==> config.mk <==
export PLATFORM = sky130hd
export DESIGN_NAME = crcmx_clk_div
export DESIGN_NICKNAME = d
export VERILOG_FILES = /design/src/design/crcmx_pkg.sv /design/src/design/crcmx_clk_div.sv
export SDC_FILE = /design/constraint.sdc
export NUM_CORES = 1
export LEC_CHECK = 0
export BUFFER_PORTS_ARGS = -buffer_cell sky130_fd_sc_hd__buf_2
export CORE_MARGIN = 3
export CORE_UTILIZATION = 40
export CTS_CLUSTER_SIZE = 16
export DETAILED_ROUTE_END_ITERATION = 8
export PLACE_DENSITY = 0.59
export REMOVE_ABC_BUFFERS = 1
export SLEW_MARGIN = 20
export SYNTH_ARGS = -nofsm -noshare
export SYNTH_HDL_FRONTEND = slang
export SYNTH_SLANG_ARGS = --single-unit
==> constraint.sdc <==
create_clock -name clk -period 2.5 [get_ports clk]
set_input_delay 0.25 -clock clk [delete_from_list [all_inputs] [get_ports clk]]
set_output_delay 0.25 -clock clk [all_outputs]
set_load 0.03 [all_outputs]
==> src/design/crcmx_pkg.sv <==
// Shared constants and types for the configuration memory CRC checker
package crcmx_pkg;
    // Signature and reference widths
    localparam int          SIG_W           = 32;
    // Instruction register width and store change instruction code
    localparam int          IR_W            = 10;
    localparam logic [9:0]  IR_STORE_CHANGE = 10'h015;
    // CRC-32 (IEEE 802) reflected generator, preset and final inversion
    localparam logic [31:0] CRC_POLY_REFL   = 32'hEDB88320;
    localparam logic [31:0] CRC_INIT        = 32'hFFFFFFFF;
    localparam logic [31:0] CRC_XOROUT      = 32'hFFFFFFFF;
    // Reset values of the two checker registers
    localparam logic [31:0] SIG_RESET       = 32'h00000000;
    localparam logic [31:0] STORE_RESET     = 32'h00000000;
    // Divider exponent field: divisor is two to the power n, n in 0..8
    localparam int          DIV_EXP_W       = 4;
    localparam logic [3:0]  DIV_EXP_LIM     = 4'h8;
    localparam int          DIV_CNT_W       = 8;
    // Checker clock limits, fastest in kHz and slowest in Hz
    localparam int          CHK_FMAX_KHZ    = 80000;
    localparam int          CHK_FMIN_HZ     = 312500;
    // Oscillator period used by this build, in ps
    localparam int          CLK_PERIOD_PS   = 25000;
    // Default configuration memory size in 32-bit words
    localparam int          MEM_WORDS_DEF   = 1024;
    // Bit positions of the synchronised JTAG bundle
    localparam int          J_TCK           = 0;
    localparam int          J_TDI           = 1;
    localparam int          J_SHIFT         = 2;
    localparam int          J_CAPTURE       = 3;
    localparam int          J_UPDATE        = 4;
    localparam int          J_IR            = 5;
    localparam int          JIN_W           = 5 + IR_W;

    // Checker sequencing states
    typedef enum logic [0:0] {
        CRCMX_IDLE = 1'b0,
        CRCMX_RUN  = 1'b1
    } crcmx_state_t;
endpackage

==> src/design/crcmx_clk_div.sv <==
// Power-of-two tick divider producing the checker clock enable
`timescale 1ns/1ps
module crcmx_clk_div
    import crcmx_pkg::*;
(
    input  wire logic                 clk,      // Configuration oscillator
    input  wire logic                 rst,      // Asynchronous reset, high
    input  wire logic                 run,      // Divider counts while high
    input  wire logic [DIV_EXP_W-1:0] div_exp,  // Exponent n, clamped to 8
    output logic                      tick      // One-cycle checker tick
);
    import crcmx_pkg::*;

    // Divider state
    typedef struct packed {
        logic [DIV_CNT_W-1:0] cnt;   // Cycles since last tick
        logic                 tick;  // Registered tick
    } crcmx_div_st_t;

    crcmx_div_st_t st_r;   // Registered state
    crcmx_div_st_t st_nxt; // Next state

    logic [DIV_EXP_W-1:0] n_eff;  // Clamped exponent
    logic [DIV_CNT_W:0]   span;   // Divisor two to the n
    logic [DIV_CNT_W-1:0] last;   // Terminal count, divisor minus one

    // Terminal count from the exponent; out of range values act as 8
    always_comb begin
        n_eff = (div_exp > DIV_EXP_LIM) ? DIV_EXP_LIM : div_exp;
        span  = (DIV_CNT_W + 1)'(1) << n_eff;
        last  = DIV_CNT_W'(span - (DIV_CNT_W + 1)'(1));
    end

    // Count up and emit one tick every divisor cycles
    always_comb begin
        st_nxt      = st_r;
        st_nxt.tick = 1'b0;
        if (!run) begin
            st_nxt.cnt = '0;
        end else if (st_r.cnt == last) begin
            st_nxt.cnt  = '0;
            st_nxt.tick = 1'b1;
        end else begin
            st_nxt.cnt = st_r.cnt + DIV_CNT_W'(1);
        end
    end

    // State register
    always_ff @(posedge clk or posedge rst) begin
        if (rst) begin
            st_r <= '0;
        end else begin
            st_r <= st_nxt;
        end
    end

    assign tick = st_r.tick;
endmodule

# == Word level (Yosys, flattened, before mapping) ==
# Index checks and enable logic that the tools add are counted.
# classes
add_sub_neg,2
magnitude_cmp,1
eq_ne,1
shifts,1
muxes,5
# op_table
op,n
$mux W8,2
$add A8 B1 Y8 const B,1
$eq A8 B8 Y1,1
$shl A1 B4 Y8 const A,1
$sub A8 B1 Y8 const B,1
$gt A4 B4 Y1 const B,1
$mux W4,1
$mux W1,2
# word_totals
regBits,9
inputBits,7
output_inout_bits,1
elab_cells,12

# == Logic depth before layout (Yosys ltp) ==
# Gate-level depths: netlist (run 1).
# logic_depth
ltp_word,7
ltp_mapped,8
depth_no_buf,7

# == Worst setup path before layout (run 1) ==
# Ideal clock, no wire load.
# synth_path
path_type,in2reg
from,in div_exp[3]
to,"reg st_r, in the netlist tick"
setup_ns,0.066
arrival_ns,2.553
t_required_ns,2.434
path_slack_ns,-0.119
path_stages,8
path_buffers,1
path_cell_list,buf_2 -> or4b_2 -> ha_1 -> xor2_1 -> o211ai_1 -> or4_4 -> a211oi_4 -> and2_1
# synth_rtl
element,line_no,source
"start, declared",crcmx_clk_div.sv:9,"input wire logic [DIV_EXP_W-1:0] div_exp,"
"end signal, assigned",crcmx_clk_div.sv:53,st_r <= st_nxt;
"end, declared",crcmx_clk_div.sv:20,crcmx_div_st_t st_r;

==> results.sh, run 1 <==
export IMPL_outcome="complete, no violations"
export IMPL_worst_clock_skew_ps=5.74
export IMPL_clockRootBuffer="clkbuf_4"
export IMPL_post_drt_wl_per_cell_um=12.2
export IMPL_final_nets=105
export IMPL_cts_htree_levels=1
export IMPL_synth_area_um2=674
export IMPL_finish_cell_count_without_fillers=111
export IMPL_core_area_um2=1540
export IMPL_number_of_filler_cells_placed_in_the_layout=145
export IMPL_cts_buffers=3
export IMPL_setup_worst_path_end="tick$_DFF_PP0_"
export IMPL_ranking_of_synthesized_cells_by_area="dfrtp_1 33%, xnor2_1 7.8%, nor2_1 5.6%, nand3_1 5.2%, nand2_1 4.5%"
export IMPL_max_vdd_ir_drop_uv=305
export IMPL_remaining_drc_errors=0
export IMPL_drv_slew=0
export IMPL_netlist_top_cell_by_area="dfrtp_1"
export IMPL_hold_class="in2reg"
export IMPL_worstMarginPinSlew_ps=369
export IMPL_clk_transition_reported_paths_ps=60
export IMPL_power_density_cell_area_nw_per_um2=391
export IMPL_die_height_um=47.1
export IMPL_grt_busiest_layer="met2"
export IMPL_drt_wl_total_mm=1.36
export IMPL_finalSetupViolations=0
export IMPL_dr_pass1_iters=4
export IMPL_pre_cts_slack_ps=-271
export IMPL_detailed_place_area_um2=783
export IMPL_ff2ff_path_depth=6
export IMPL_final_min_period_over_clock_period=0.987
export IMPL_ordered_list_of_cells_on_the_worst_path="buf_2 > or4b_2 > ha_2 > xor2_1 > o211ai_1 > or4_4 > a211oi_4 > buf_6 > and2_1"
export IMPL_grtUsageMet1=0.185
export IMPL_ws_path_type="in2reg"
export IMPL_critPathLaunch="div_exp[1]"
export IMPL_dp_cells=105
export IMPL_insertedDiodeCount=0
export IMPL_gr_usage_met2=0.249
export IMPL_buffer_ports_inserted=7
export IMPL_cp_arrival_ps=2670
export IMPL_cts_tree="built"
export IMPL_timing_final_hold_violations=0
export IMPL_row_count=14
export IMPL_drt_antenna_violating_nets=0
export IMPL_worstSetupEndpointType="flip-flop"
export IMPL_cpPeakStageDelay_ps=680
export IMPL_setup_worst_path_start_class="input pin"
export IMPL_clock_tree_buffer_depth=2
export IMPL_worst_slack_ps=31.3
export IMPL_gpl_final_weighted_congestion=0.763
export IMPL_clock_sinks=9
export IMPL_detailed_placement_hpwl_mm=1.03
export IMPL_route_vias_total=616
export IMPL_grt_max_degree=11
export IMPL_syn_avg_cell_area_um2=8.87
export IMPL_synth_yosys_warnings=0
export IMPL_drv_max_cap_violation_count=0
export IMPL_seq_area_frac_synth=0.334
export IMPL_cellLeakagePower_uw=0.000378
export IMPL_grt_pass1_wl_mm=2.33
export IMPL_crit_reg2reg_launch="st_r[4]$_DFF_PP0_"
export IMPL_final_min_clock_period_ps=2470
export IMPL_first_global_vias=566
export IMPL_cp_data_required_time_ps=2700
export IMPL_synth_seq_cells=9
export IMPL_grt_total_usage=0.155
export IMPL_die_w_um=47.1
export IMPL_finalCoreUtilization=0.541
export IMPL_use_met3=0.0460
export IMPL_initialDrtViolationCount=8
export IMPL_critical_path_max_fanout=8
export IMPL_syn_to_final_growth_pct=23.6
export IMPL_max_slew_margin=0.754
export IMPL_finalInstanceArea_um2=833
export IMPL_fmax_mhz=405
export IMPL_slowest_stage="or4b_2"
export IMPL_layout_drive_gt1_share=0.295
export IMPL_floorplan_initialDensity=0.438
export IMPL_viasPerCell=5.55
export IMPL_synth_cell_types=33
export IMPL_regToRegSetupSlack_ps=510
export IMPL_grt_overflow_total=0
export IMPL_design_die_area_um2=2210
export IMPL_worst_r2r_endpoint="tick$_DFF_PP0_"
export IMPL_antenna_violations_before_repair=0
export IMPL_clock_insertion_delay_worst_skew_ps=260
export IMPL_synthDominantCellAreaShare=0.334
export IMPL_i_o_pin_count=8
export IMPL_syn_instance_count=76
kinds of logic (layout without fill, tap and decap cells):
logic type / Yosys count / in the layout / share of synthesized area
fa+ha+maj: 2 / 2 / 0.0371
simple gates: 41 / 41 / 0.347
flops: 9 / 9 / 0.334
compound gates: 11 / 11 / 0.139
xor+xnor: 9 / 9 / 0.117
buf+inv: 4 / 23 / 0.0260
worst min-delay path by stage:
stage	startpoint	to	slack [ps]	cells past startpoint
floorplan	rst	st_r[1]$_DFF_PP0_	80	1
global placement	rst	tick$_DFF_PP0_	220	2
detailed placement	rst	tick$_DFF_PP0_	220	2
CTS	run	st_r[8]$_DFF_PP0_	280	3
global route	run	st_r[6]$_DFF_PP0_	290	3
finish	run	st_r[8]$_DFF_PP0_	290	3
metrics by stage:
step | TNS (ps) | hold WS (ps) | total power (uW)
floorplan | 0 | 77.9 | 190
global placement | -1740 | 223 | 219
detailed placement | -2040 | 221 | 219
CTS | 0 | 281 | 330
global route | -18.8 | 292 | 352
finish | 0 | 291 | 326
layout make-up:
type,count,area (um2),area share
Clock buffer,4,26.3,0.0315
Inverter,1,3.75,0.00450
Multi-Input combinational cell,63,434,0.521
Sequential cell,9,225,0.270
Tap cell,16,20.0,0.0240
Timing Repair Buffer,18,124,0.149
worst max-delay path: cells and delay by family:
| kind | cells | cell delay [ps] |
|---|---|---|
| simple gates | 3 | 1310 |
| compound gates | 2 | 360 |
| fa+ha+maj | 1 | 350 |
| buf+inv | 2 | 260 |
| xor+xnor | 1 | 140 |
per-layer routing:
layer | up-vias | share of wire
met1 | 291 | 0.47
met3 | 4 | 0.034
met2 | 9 | 0.48
met4 | 0 | 0.017
met5 | - | 0
li1 | 312 | -
synth_stat cells:
master / number
o21a_1: 1
nand2b_1: 1
buf_1: 1
nor3b_1: 2
nand3_1: 7
a21o_1: 1
a32oi_1: 1
buf_2: 2
or3_1: 1
ha_1: 2
inv_1: 1
nor4_1: 1
a311oi_1: 1
a21oi_1: 1
xnor2_1: 6
nor4b_2: 1
o21ai_0: 2
nor4bb_1: 1
a211oi_4: 1
and3b_1: 1
or3_2: 1
or4_4: 2
xor2_1: 3
and3_1: 2
or4b_2: 1
dfrtp_1: 9
o211ai_1: 1
and2_1: 1
a21bo_2: 1
o2bb2ai_1: 1
nor2_1: 10
nand2_1: 8
nor3_1: 1
flip-flops by register name (all words and copies together), names as in the netlist:
register / cells
st_r: 8
tick: 1
power breakdown:
part	internal, uW	switching [uW]
clock	61.3	46.8
combinational	30.5	31.4
sequential	150	6.31
cell usage in the layout, fill, tap and decap left out, drive strengths merged, types with 2 or more instances in the layout:
cell type  count
o21ai          2
clkbuf         4
or4            2
ha             2
buf           17
xor2           3
or3            2
xnor2          6
nor3b          2
dfrtp          9
nand2          8
and3           2
nor2          10
nand3          7
what timing repair did:
item | CTS | global route
endpoints found under the setup margin | 1 | 8
pin swaps | 1 | 2
hold buffers | 1 | 0
resized for setup | 0 | 2
endpoints found under the hold margin | 9 | 0
setup buffers | 0 | 1
No activity file was read; power rests on OpenSTA's default activity.
==> run 2: changes to the inputs <==
--- a/config.mk
+++ b/config.mk
@@ -5,6 +5,7 @@
 export SDC_FILE = /design/constraint.sdc
 export NUM_CORES = 1
 export LEC_CHECK = 0
+export ABC_AREA = 1
 export BUFFER_PORTS_ARGS = -buffer_cell sky130_fd_sc_hd__buf_2
 export CORE_MARGIN = 3
 export CORE_UTILIZATION = 40
==> run 2 against run 1 <==
  * Setup slack gained 830 ps
  * Largest cell class unchanged
  * Critical path depth up 6
  * Critical path type unchanged
  * Non-clock buffer count down 10
==> results.sh, run 2 <==
export IMPL_cts_repair_timing_setup_buffer_count=0
export IMPL_async_reset_ff_frac=1.00
export IMPL_i_o_pin_count=8
export IMPL_cts_tree="built"
export IMPL_seq_area_frac_synth=0.344
export IMPL_outcome="complete, no violations"
export IMPL_row_count=13
export IMPL_syn_instance_count=98
export IMPL_post_cts_resize_count=0
export IMPL_post_drt_wl_per_cell_um=10.5
export IMPL_grt_max_degree=10
export IMPL_regMostFlops="st_r"
export IMPL_hold_path_depth=3
export IMPL_floorplan_initialDensity=0.462
export IMPL_synth_cell_types=17
export IMPL_cp_arrival_ps=1780
export IMPL_clock_tree_buffer_depth=2
export IMPL_drv_slew=0
export IMPL_yosysMostFrequentCell="nand2_1"
export IMPL_synth_area_um2=654
export IMPL_final_common_cell="nand2_1"
export IMPL_clock_insertion_delay_worst_skew_ps=260
export IMPL_finish_cell_count_without_fillers=125
export IMPL_finalCoreUtilization=0.526
export IMPL_worst_clock_skew_ps=0.548
export IMPL_worstMarginPinSlew_ps=333
export IMPL_grt_busiest_layer="met2"
export IMPL_setup_worst_path_start_class="input pin"
export IMPL_core_area_um2=1420
export IMPL_setup_tns_final_ps=0
export IMPL_dp_cells=120
export IMPL_insertedDiodeCount=0
export IMPL_cp_data_required_time_ps=2640
export IMPL_drv_max_cap_violation_count=0
export IMPL_finalSetupViolations=0
export IMPL_number_of_filler_cells_placed_in_the_layout=148
export IMPL_synth_yosys_warnings=0
export IMPL_viasPerCell=4.94
export IMPL_fin_worst_hold_slack_ps=229
export IMPL_layout_drive_gt1_share=0.155
export IMPL_ff2ff_path_depth=8
export IMPL_gr_usage_met2=0.234
export IMPL_pre_cts_slack_ps=586
export IMPL_cellLeakagePower_uw=0.000376
export IMPL_drt_wl_total_mm=1.31
export IMPL_cts_htree_levels=1
export IMPL_worstSetupEndpointType="flip-flop"
export IMPL_final_min_period_over_clock_period=0.654
export IMPL_ys_top_cells_by_count="27 x nand2_1, 18 x nor2_1, 15 x inv_1"
export IMPL_die_height_um=46.4
export IMPL_die_w_um=46.4
export IMPL_power_density_cell_area_nw_per_um2=431
export IMPL_use_met3=0.0195
export IMPL_grtUsageMet1=0.205
export IMPL_number_of_flops_mapped_to_enable_cells_by_yosys=0
export IMPL_initialDrtViolationCount=9
export IMPL_timing_final_hold_violations=0
export IMPL_max_slew_margin=0.778
export IMPL_max_reg_flops=8
export IMPL_grt_total_usage=0.157
export IMPL_netlist_top_cell_by_area="dfrtp_1"
export IMPL_ws_path_type="in2reg"
export IMPL_grt_setup_unrepaired="no"
export IMPL_remaining_drc_errors=0
export IMPL_final_min_clock_period_ps=1630
export IMPL_hold_class="in2reg"
export IMPL_clk_transition_reported_paths_ps=60
export IMPL_detailed_placement_hpwl_mm=1.06
export IMPL_critical_path_max_fanout=8
export IMPL_final_nets=120
export IMPL_gpl_final_weighted_congestion=0.804
export IMPL_synth_seq_cells=9
export IMPL_design_die_area_um2=2160
export IMPL_dr_pass1_iters=4
export IMPL_route_vias_total=618
export IMPL_syn_to_final_growth_pct=13.8
export IMPL_fmax_mhz=612
export IMPL_grt_pass1_wl_mm=2.38
export IMPL_first_global_vias=586
export IMPL_grt_overflow_total=0
export IMPL_drt_antenna_violating_nets=0
export IMPL_worst_slack_ps=866
export IMPL_top_library_cells_by_usage_in_the_layout_fill_and_taps_aside="27 x nand2_1, 18 x nor2_1, 15 x inv_1"
export IMPL_syn_avg_cell_area_um2=6.68
export IMPL_max_vdd_ir_drop_uv=302
export IMPL_clockRootBuffer="clkbuf_4"
export IMPL_ranking_of_synthesized_cells_by_area="dfrtp_1 34%, nand2_1 15%, nor2_1 10%, inv_1 8.6%, nand3_1 6.1%"
export IMPL_clock_sinks=9
export IMPL_cts_buffers=3
export IMPL_antenna_violations_before_repair=0
export IMPL_regToRegSetupSlack_ps=1170
export IMPL_synthDominantCellAreaShare=0.344
export IMPL_yosys_most_used_dff="dfrtp_1"
export IMPL_buffer_ports_inserted=7
-- run 2: changes by cell type after synthesis, sizes merged, moves of 2 or more --
cell	change
xnor2	-4
and3	-2
or3	-2
buf	-3
or4	-2
inv	+15
nor2	+10
nand2	+22
nand3	+2
nor3b	-2
nand4	+3
-- run 2: path summary, 6_finish.rpt --
| check | endpoint | start |
|---|---|---|
| worst max-delay path | st_r[1]$_DFF_PP0_ | div_exp[1] |
| worst min-delay path | tick$_DFF_PP0_ | run |
| worst max register to register | st_r[1]$_DFF_PP0_ | st_r[3]$_DFF_PP0_ |
| worst min register to register | st_r[1]$_DFF_PP0_ | st_r[1]$_DFF_PP0_ |
| max in group asynchronous | st_r[4]$_DFF_PP0_ | rst |
| min in group asynchronous | tick$_DFF_PP0_ | rst |
-- run 2: cells by family after synthesis --
logic type      synth area share
compound gates            0.0191
simple gates               0.426
buf+inv                   0.0918
fa+ha+maj                 0.0382
flops                      0.344
xor+xnor                  0.0803
-- run 2: worst max-delay path, stage by stage --
cell	delay [ps]
buf_2	140
nor2_1	200
nand3_1	110
ha_1	310
inv_1	40
nand2_1	50
nand2_1	40
nor2_1	110
nand2_1	60
nor2_1	90
nand2_1	70
nor2_2	90
nand2_2	80
nand2_4	100
nor2_1	50
-- run 2: routing by layer --
metal  up-vias  wire [um]
li1        328          -
met1       277        661
met2        11        574
met3         2         51
met4         0         23
met5         -          0
-- run 2: repair_timing --
item / in CTS / in global routing
setup endpoints to repair: 0 / 0
hold buffers: 1 / 0
hold endpoints to repair: 9 / 0
-- run 2: metrics by stage --
stage / cell area, um2 / total power [uW]
after CTS: 744 / 327
final: 744 / 321
after global routing: 744 / 346
after floorplan: 654 / 196
after global placement: 708 / 211
after detailed placement: 708 / 212
-- run 2: final cells by class --
cell class,instances,area (um2),area share
Inverter,16,60.1,0.0807
Sequential cell,9,225,0.303
Clock buffer,4,26.3,0.0353
Tap cell,15,18.8,0.0252
Timing Repair Buffer,8,45.0,0.0605
Multi-Input combinational cell,73,369,0.496
-- run 2: where the power goes --
| group | leakage (uW) | internal (uW) | switching [uW] | total (uW) |
|---|---|---|---|---|
| Combinational | 0.000238 | 21.9 | 34.4 | 56.2 |
| Clock | 0.0000150 | 61.4 | 48.7 | 110 |
| Sequential | 0.000123 | 150 | 4.83 | 155 |
==> run 3: changes to the inputs <==
==> constraint.sdc (replaced) <==
create_clock -name clk -period 1.7 [get_ports clk]
set_input_delay 0.17 -clock clk [delete_from_list [all_inputs] [get_ports clk]]
set_output_delay 0.17 -clock clk [all_outputs]
set_load 0.03 [all_outputs]
==> run 3 against run 2 <==
  * Die area unchanged
  * Register-to-register slack worse by 780 ps
  * Clock-buffer cell count stayed put
  * Global-route usage is 1.2 points lower
  * Cell count is 4.8% higher
  * Clock power rose by 45%
  * Combinational power is 65% higher
  * Largest cell class unchanged
==> results.sh, run 3 (synthesized netlist as in run 2, its figures left out) <==
export IMPL_critical_path_max_fanout=8
export IMPL_i_o_pin_count=8
export IMPL_final_seq_area_um2=225
export IMPL_power_frac_comb=0.194
export IMPL_final_min_period_over_clock_period=0.847
export IMPL_top_library_cells_by_usage_in_the_layout_fill_and_taps_aside="27 x nand2_1, 18 x nor2_1, 15 x inv_1"
export IMPL_number_of_filler_cells_placed_in_the_layout=152
export IMPL_path_common_cell="nand2_1"
export IMPL_insertedDiodeCount=0
export IMPL_clock_insertion_delay_worst_skew_ps=250
export IMPL_row_count=13
export IMPL_fmax_mhz=695
export IMPL_outcome="complete, no violations"
export IMPL_die_w_um=46.4
export IMPL_ordered_list_of_cells_on_the_worst_path="buf_2 > nor2_1 > nand2_1 > ha_1 > inv_1 > nand2_1 > nand2_1 > nor2_1 > nand2_1 > nor2_1 > nand2_1 > nor2_2 > nand2_2 > nand2_4 > nor2_1"
export IMPL_cts_buffers=3
export IMPL_floorplan_initialDensity=0.462
export IMPL_hold_class="in2reg"
export IMPL_remaining_drc_errors=0
export IMPL_seq_power_share=0.474
export IMPL_switching_share=0.266
export IMPL_grt_overflow_total=0
export IMPL_buffer_ports_inserted=7
export IMPL_max_slew_margin=0.774
export IMPL_power_net_switching_uw=127
export IMPL_first_global_vias=556
export IMPL_multi_input_area_um2=369
export IMPL_clkPwrFrac=0.332
export IMPL_gpl_final_weighted_congestion=0.792
export IMPL_finalInstanceArea_um2=790
export IMPL_detailed_placement_hpwl_mm=1.05
export IMPL_p_int_uw=351
export IMPL_drv_slew=0
export IMPL_post_cts_resize_count=0
export IMPL_power_density_cell_area_nw_per_um2=606
export IMPL_cts_repair_timing_setup_buffer_count=0
export IMPL_finalSetupViolations=0
export IMPL_clk_transition_reported_paths_ps=60
export IMPL_final_common_cell="nand2_1"
export IMPL_layout_drive_gt1_share=0.198
export IMPL_clock_sinks=9
export IMPL_timing_final_hold_violations=0
export IMPL_post_drt_wl_per_cell_um=9.82
export IMPL_drt_wl_total_mm=1.29
export IMPL_cts_htree_levels=1
export IMPL_detailed_place_area_um2=753
export IMPL_initialDrtViolationCount=7
export IMPL_core_area_um2=1420
export IMPL_final_nets=126
export IMPL_antenna_violations_before_repair=0
export IMPL_grt_setup_unrepaired="no"
export IMPL_regMostFlops="st_r"
export IMPL_worst_clock_skew_ps=3.43
export IMPL_max_reg_flops=8
export IMPL_cp_arrival_ps=1580
export IMPL_grt_pass1_wl_mm=2.21
export IMPL_cpPeakStageDelay_ps=300
export IMPL_viasPerCell=4.71
export IMPL_cp_data_required_time_ps=1840
export IMPL_grt_max_degree=10
export IMPL_clockRootBuffer="clkbuf_4"
export IMPL_drv_max_cap_violation_count=0
export IMPL_drt_antenna_violating_nets=0
export IMPL_design_die_area_um2=2160
export IMPL_die_height_um=46.4
export IMPL_setup_worst_path_start_class="input pin"
export IMPL_fin_total_pwr_uw=478
export IMPL_worstMarginPinSlew_ps=338
export IMPL_slowest_stage="ha_1"
export IMPL_final_min_clock_period_ps=1440
export IMPL_ws_path_type="in2reg"
export IMPL_cellLeakagePower_uw=0.000406
export IMPL_max_vdd_ir_drop_uv=520
export IMPL_ff2ff_path_depth=8
export IMPL_worstSetupEndpointType="flip-flop"
export IMPL_cts_tree="built"
export IMPL_syn_to_final_growth_pct=20.6
export IMPL_route_vias_total=617
export IMPL_setup_tns_final_ps=0
export IMPL_finish_cell_count_without_fillers=131
export IMPL_dp_cells=126
export IMPL_finalCoreUtilization=0.558
export IMPL_dr_pass1_iters=4
export IMPL_clock_tree_buffer_depth=2
export IMPL_hold_path_depth=3
export IMPL_grt_total_usage=0.145
-- run 3: cell count changes in the layout (fill, tap and decap cells not counted), sizes merged --
cell	change
buf	+6
-- run 3: power by group through the flow --
stage                     Sequential (uW)  Clock [uW]  Combinational, uW
after floorplan                       229           0               58.4
after detailed placement              231           0               91.1
after global placement                231           0               89.8
after global routing                  227         176                107
after CTS                             227         168               93.6
final                                 227         159               92.6
-- run 3: per-layer routing --
| metal | vias up | global-route usage | wire length, um |
|---|---|---|---|
| met1 | 269 | 0.186 | 637 |
| met3 | 2 | 0.0117 | 49 |
| met4 | 0 | 0.0852 | 19 |
| met5 | - | 0 | 0 |
| met2 | 9 | 0.236 | 580 |
| li1 | 337 | - | - |
-- run 3: cell type report --
class	instances	share of cell area
well taps	15	0.0238
inverters	16	0.0761
flip-flops and latches	9	0.285
clock buffers	4	0.0333
multi-input cells	73	0.468
repair buffers	14	0.114
-- run 3: metrics by stage --
stage	worst slack, ps	hold WS (ps)
2_1_floorplan	235	-2.08
4_1_cts	260	144
3_3_place_gp	0.405	141
5_1_grt	118	155
3_5_place_dp	-8.57	145
6_report	260	152
-- run 3: worst paths after layout --
check	startpoint	endpoint	slack [ps]
worst max register to register	st_r[3]$_DFF_PP0_	st_r[3]$_DFF_PP0_	390
max in group asynchronous	rst	st_r[1]$_DFF_PP0_	1040
worst min register to register	st_r[1]$_DFF_PP0_	st_r[1]$_DFF_PP0_	500
worst max-delay path	div_exp[3]	st_r[3]$_DFF_PP0_	260
worst min-delay path	run	tick$_DFF_PP0_	150
min in group asynchronous	rst	tick$_DFF_PP0_	410
-- run 3: critical path, delay by kind of cell --
family,cells,cell delay (ps)
fa+ha+maj,1,300
buf+inv,2,160
simple gates,12,940
-- run 3: repair_timing --
item	in CTS	in global routing
hold buffers	1	0
setup endpoints to repair	0	0
endpoints found under the hold margin	9	0
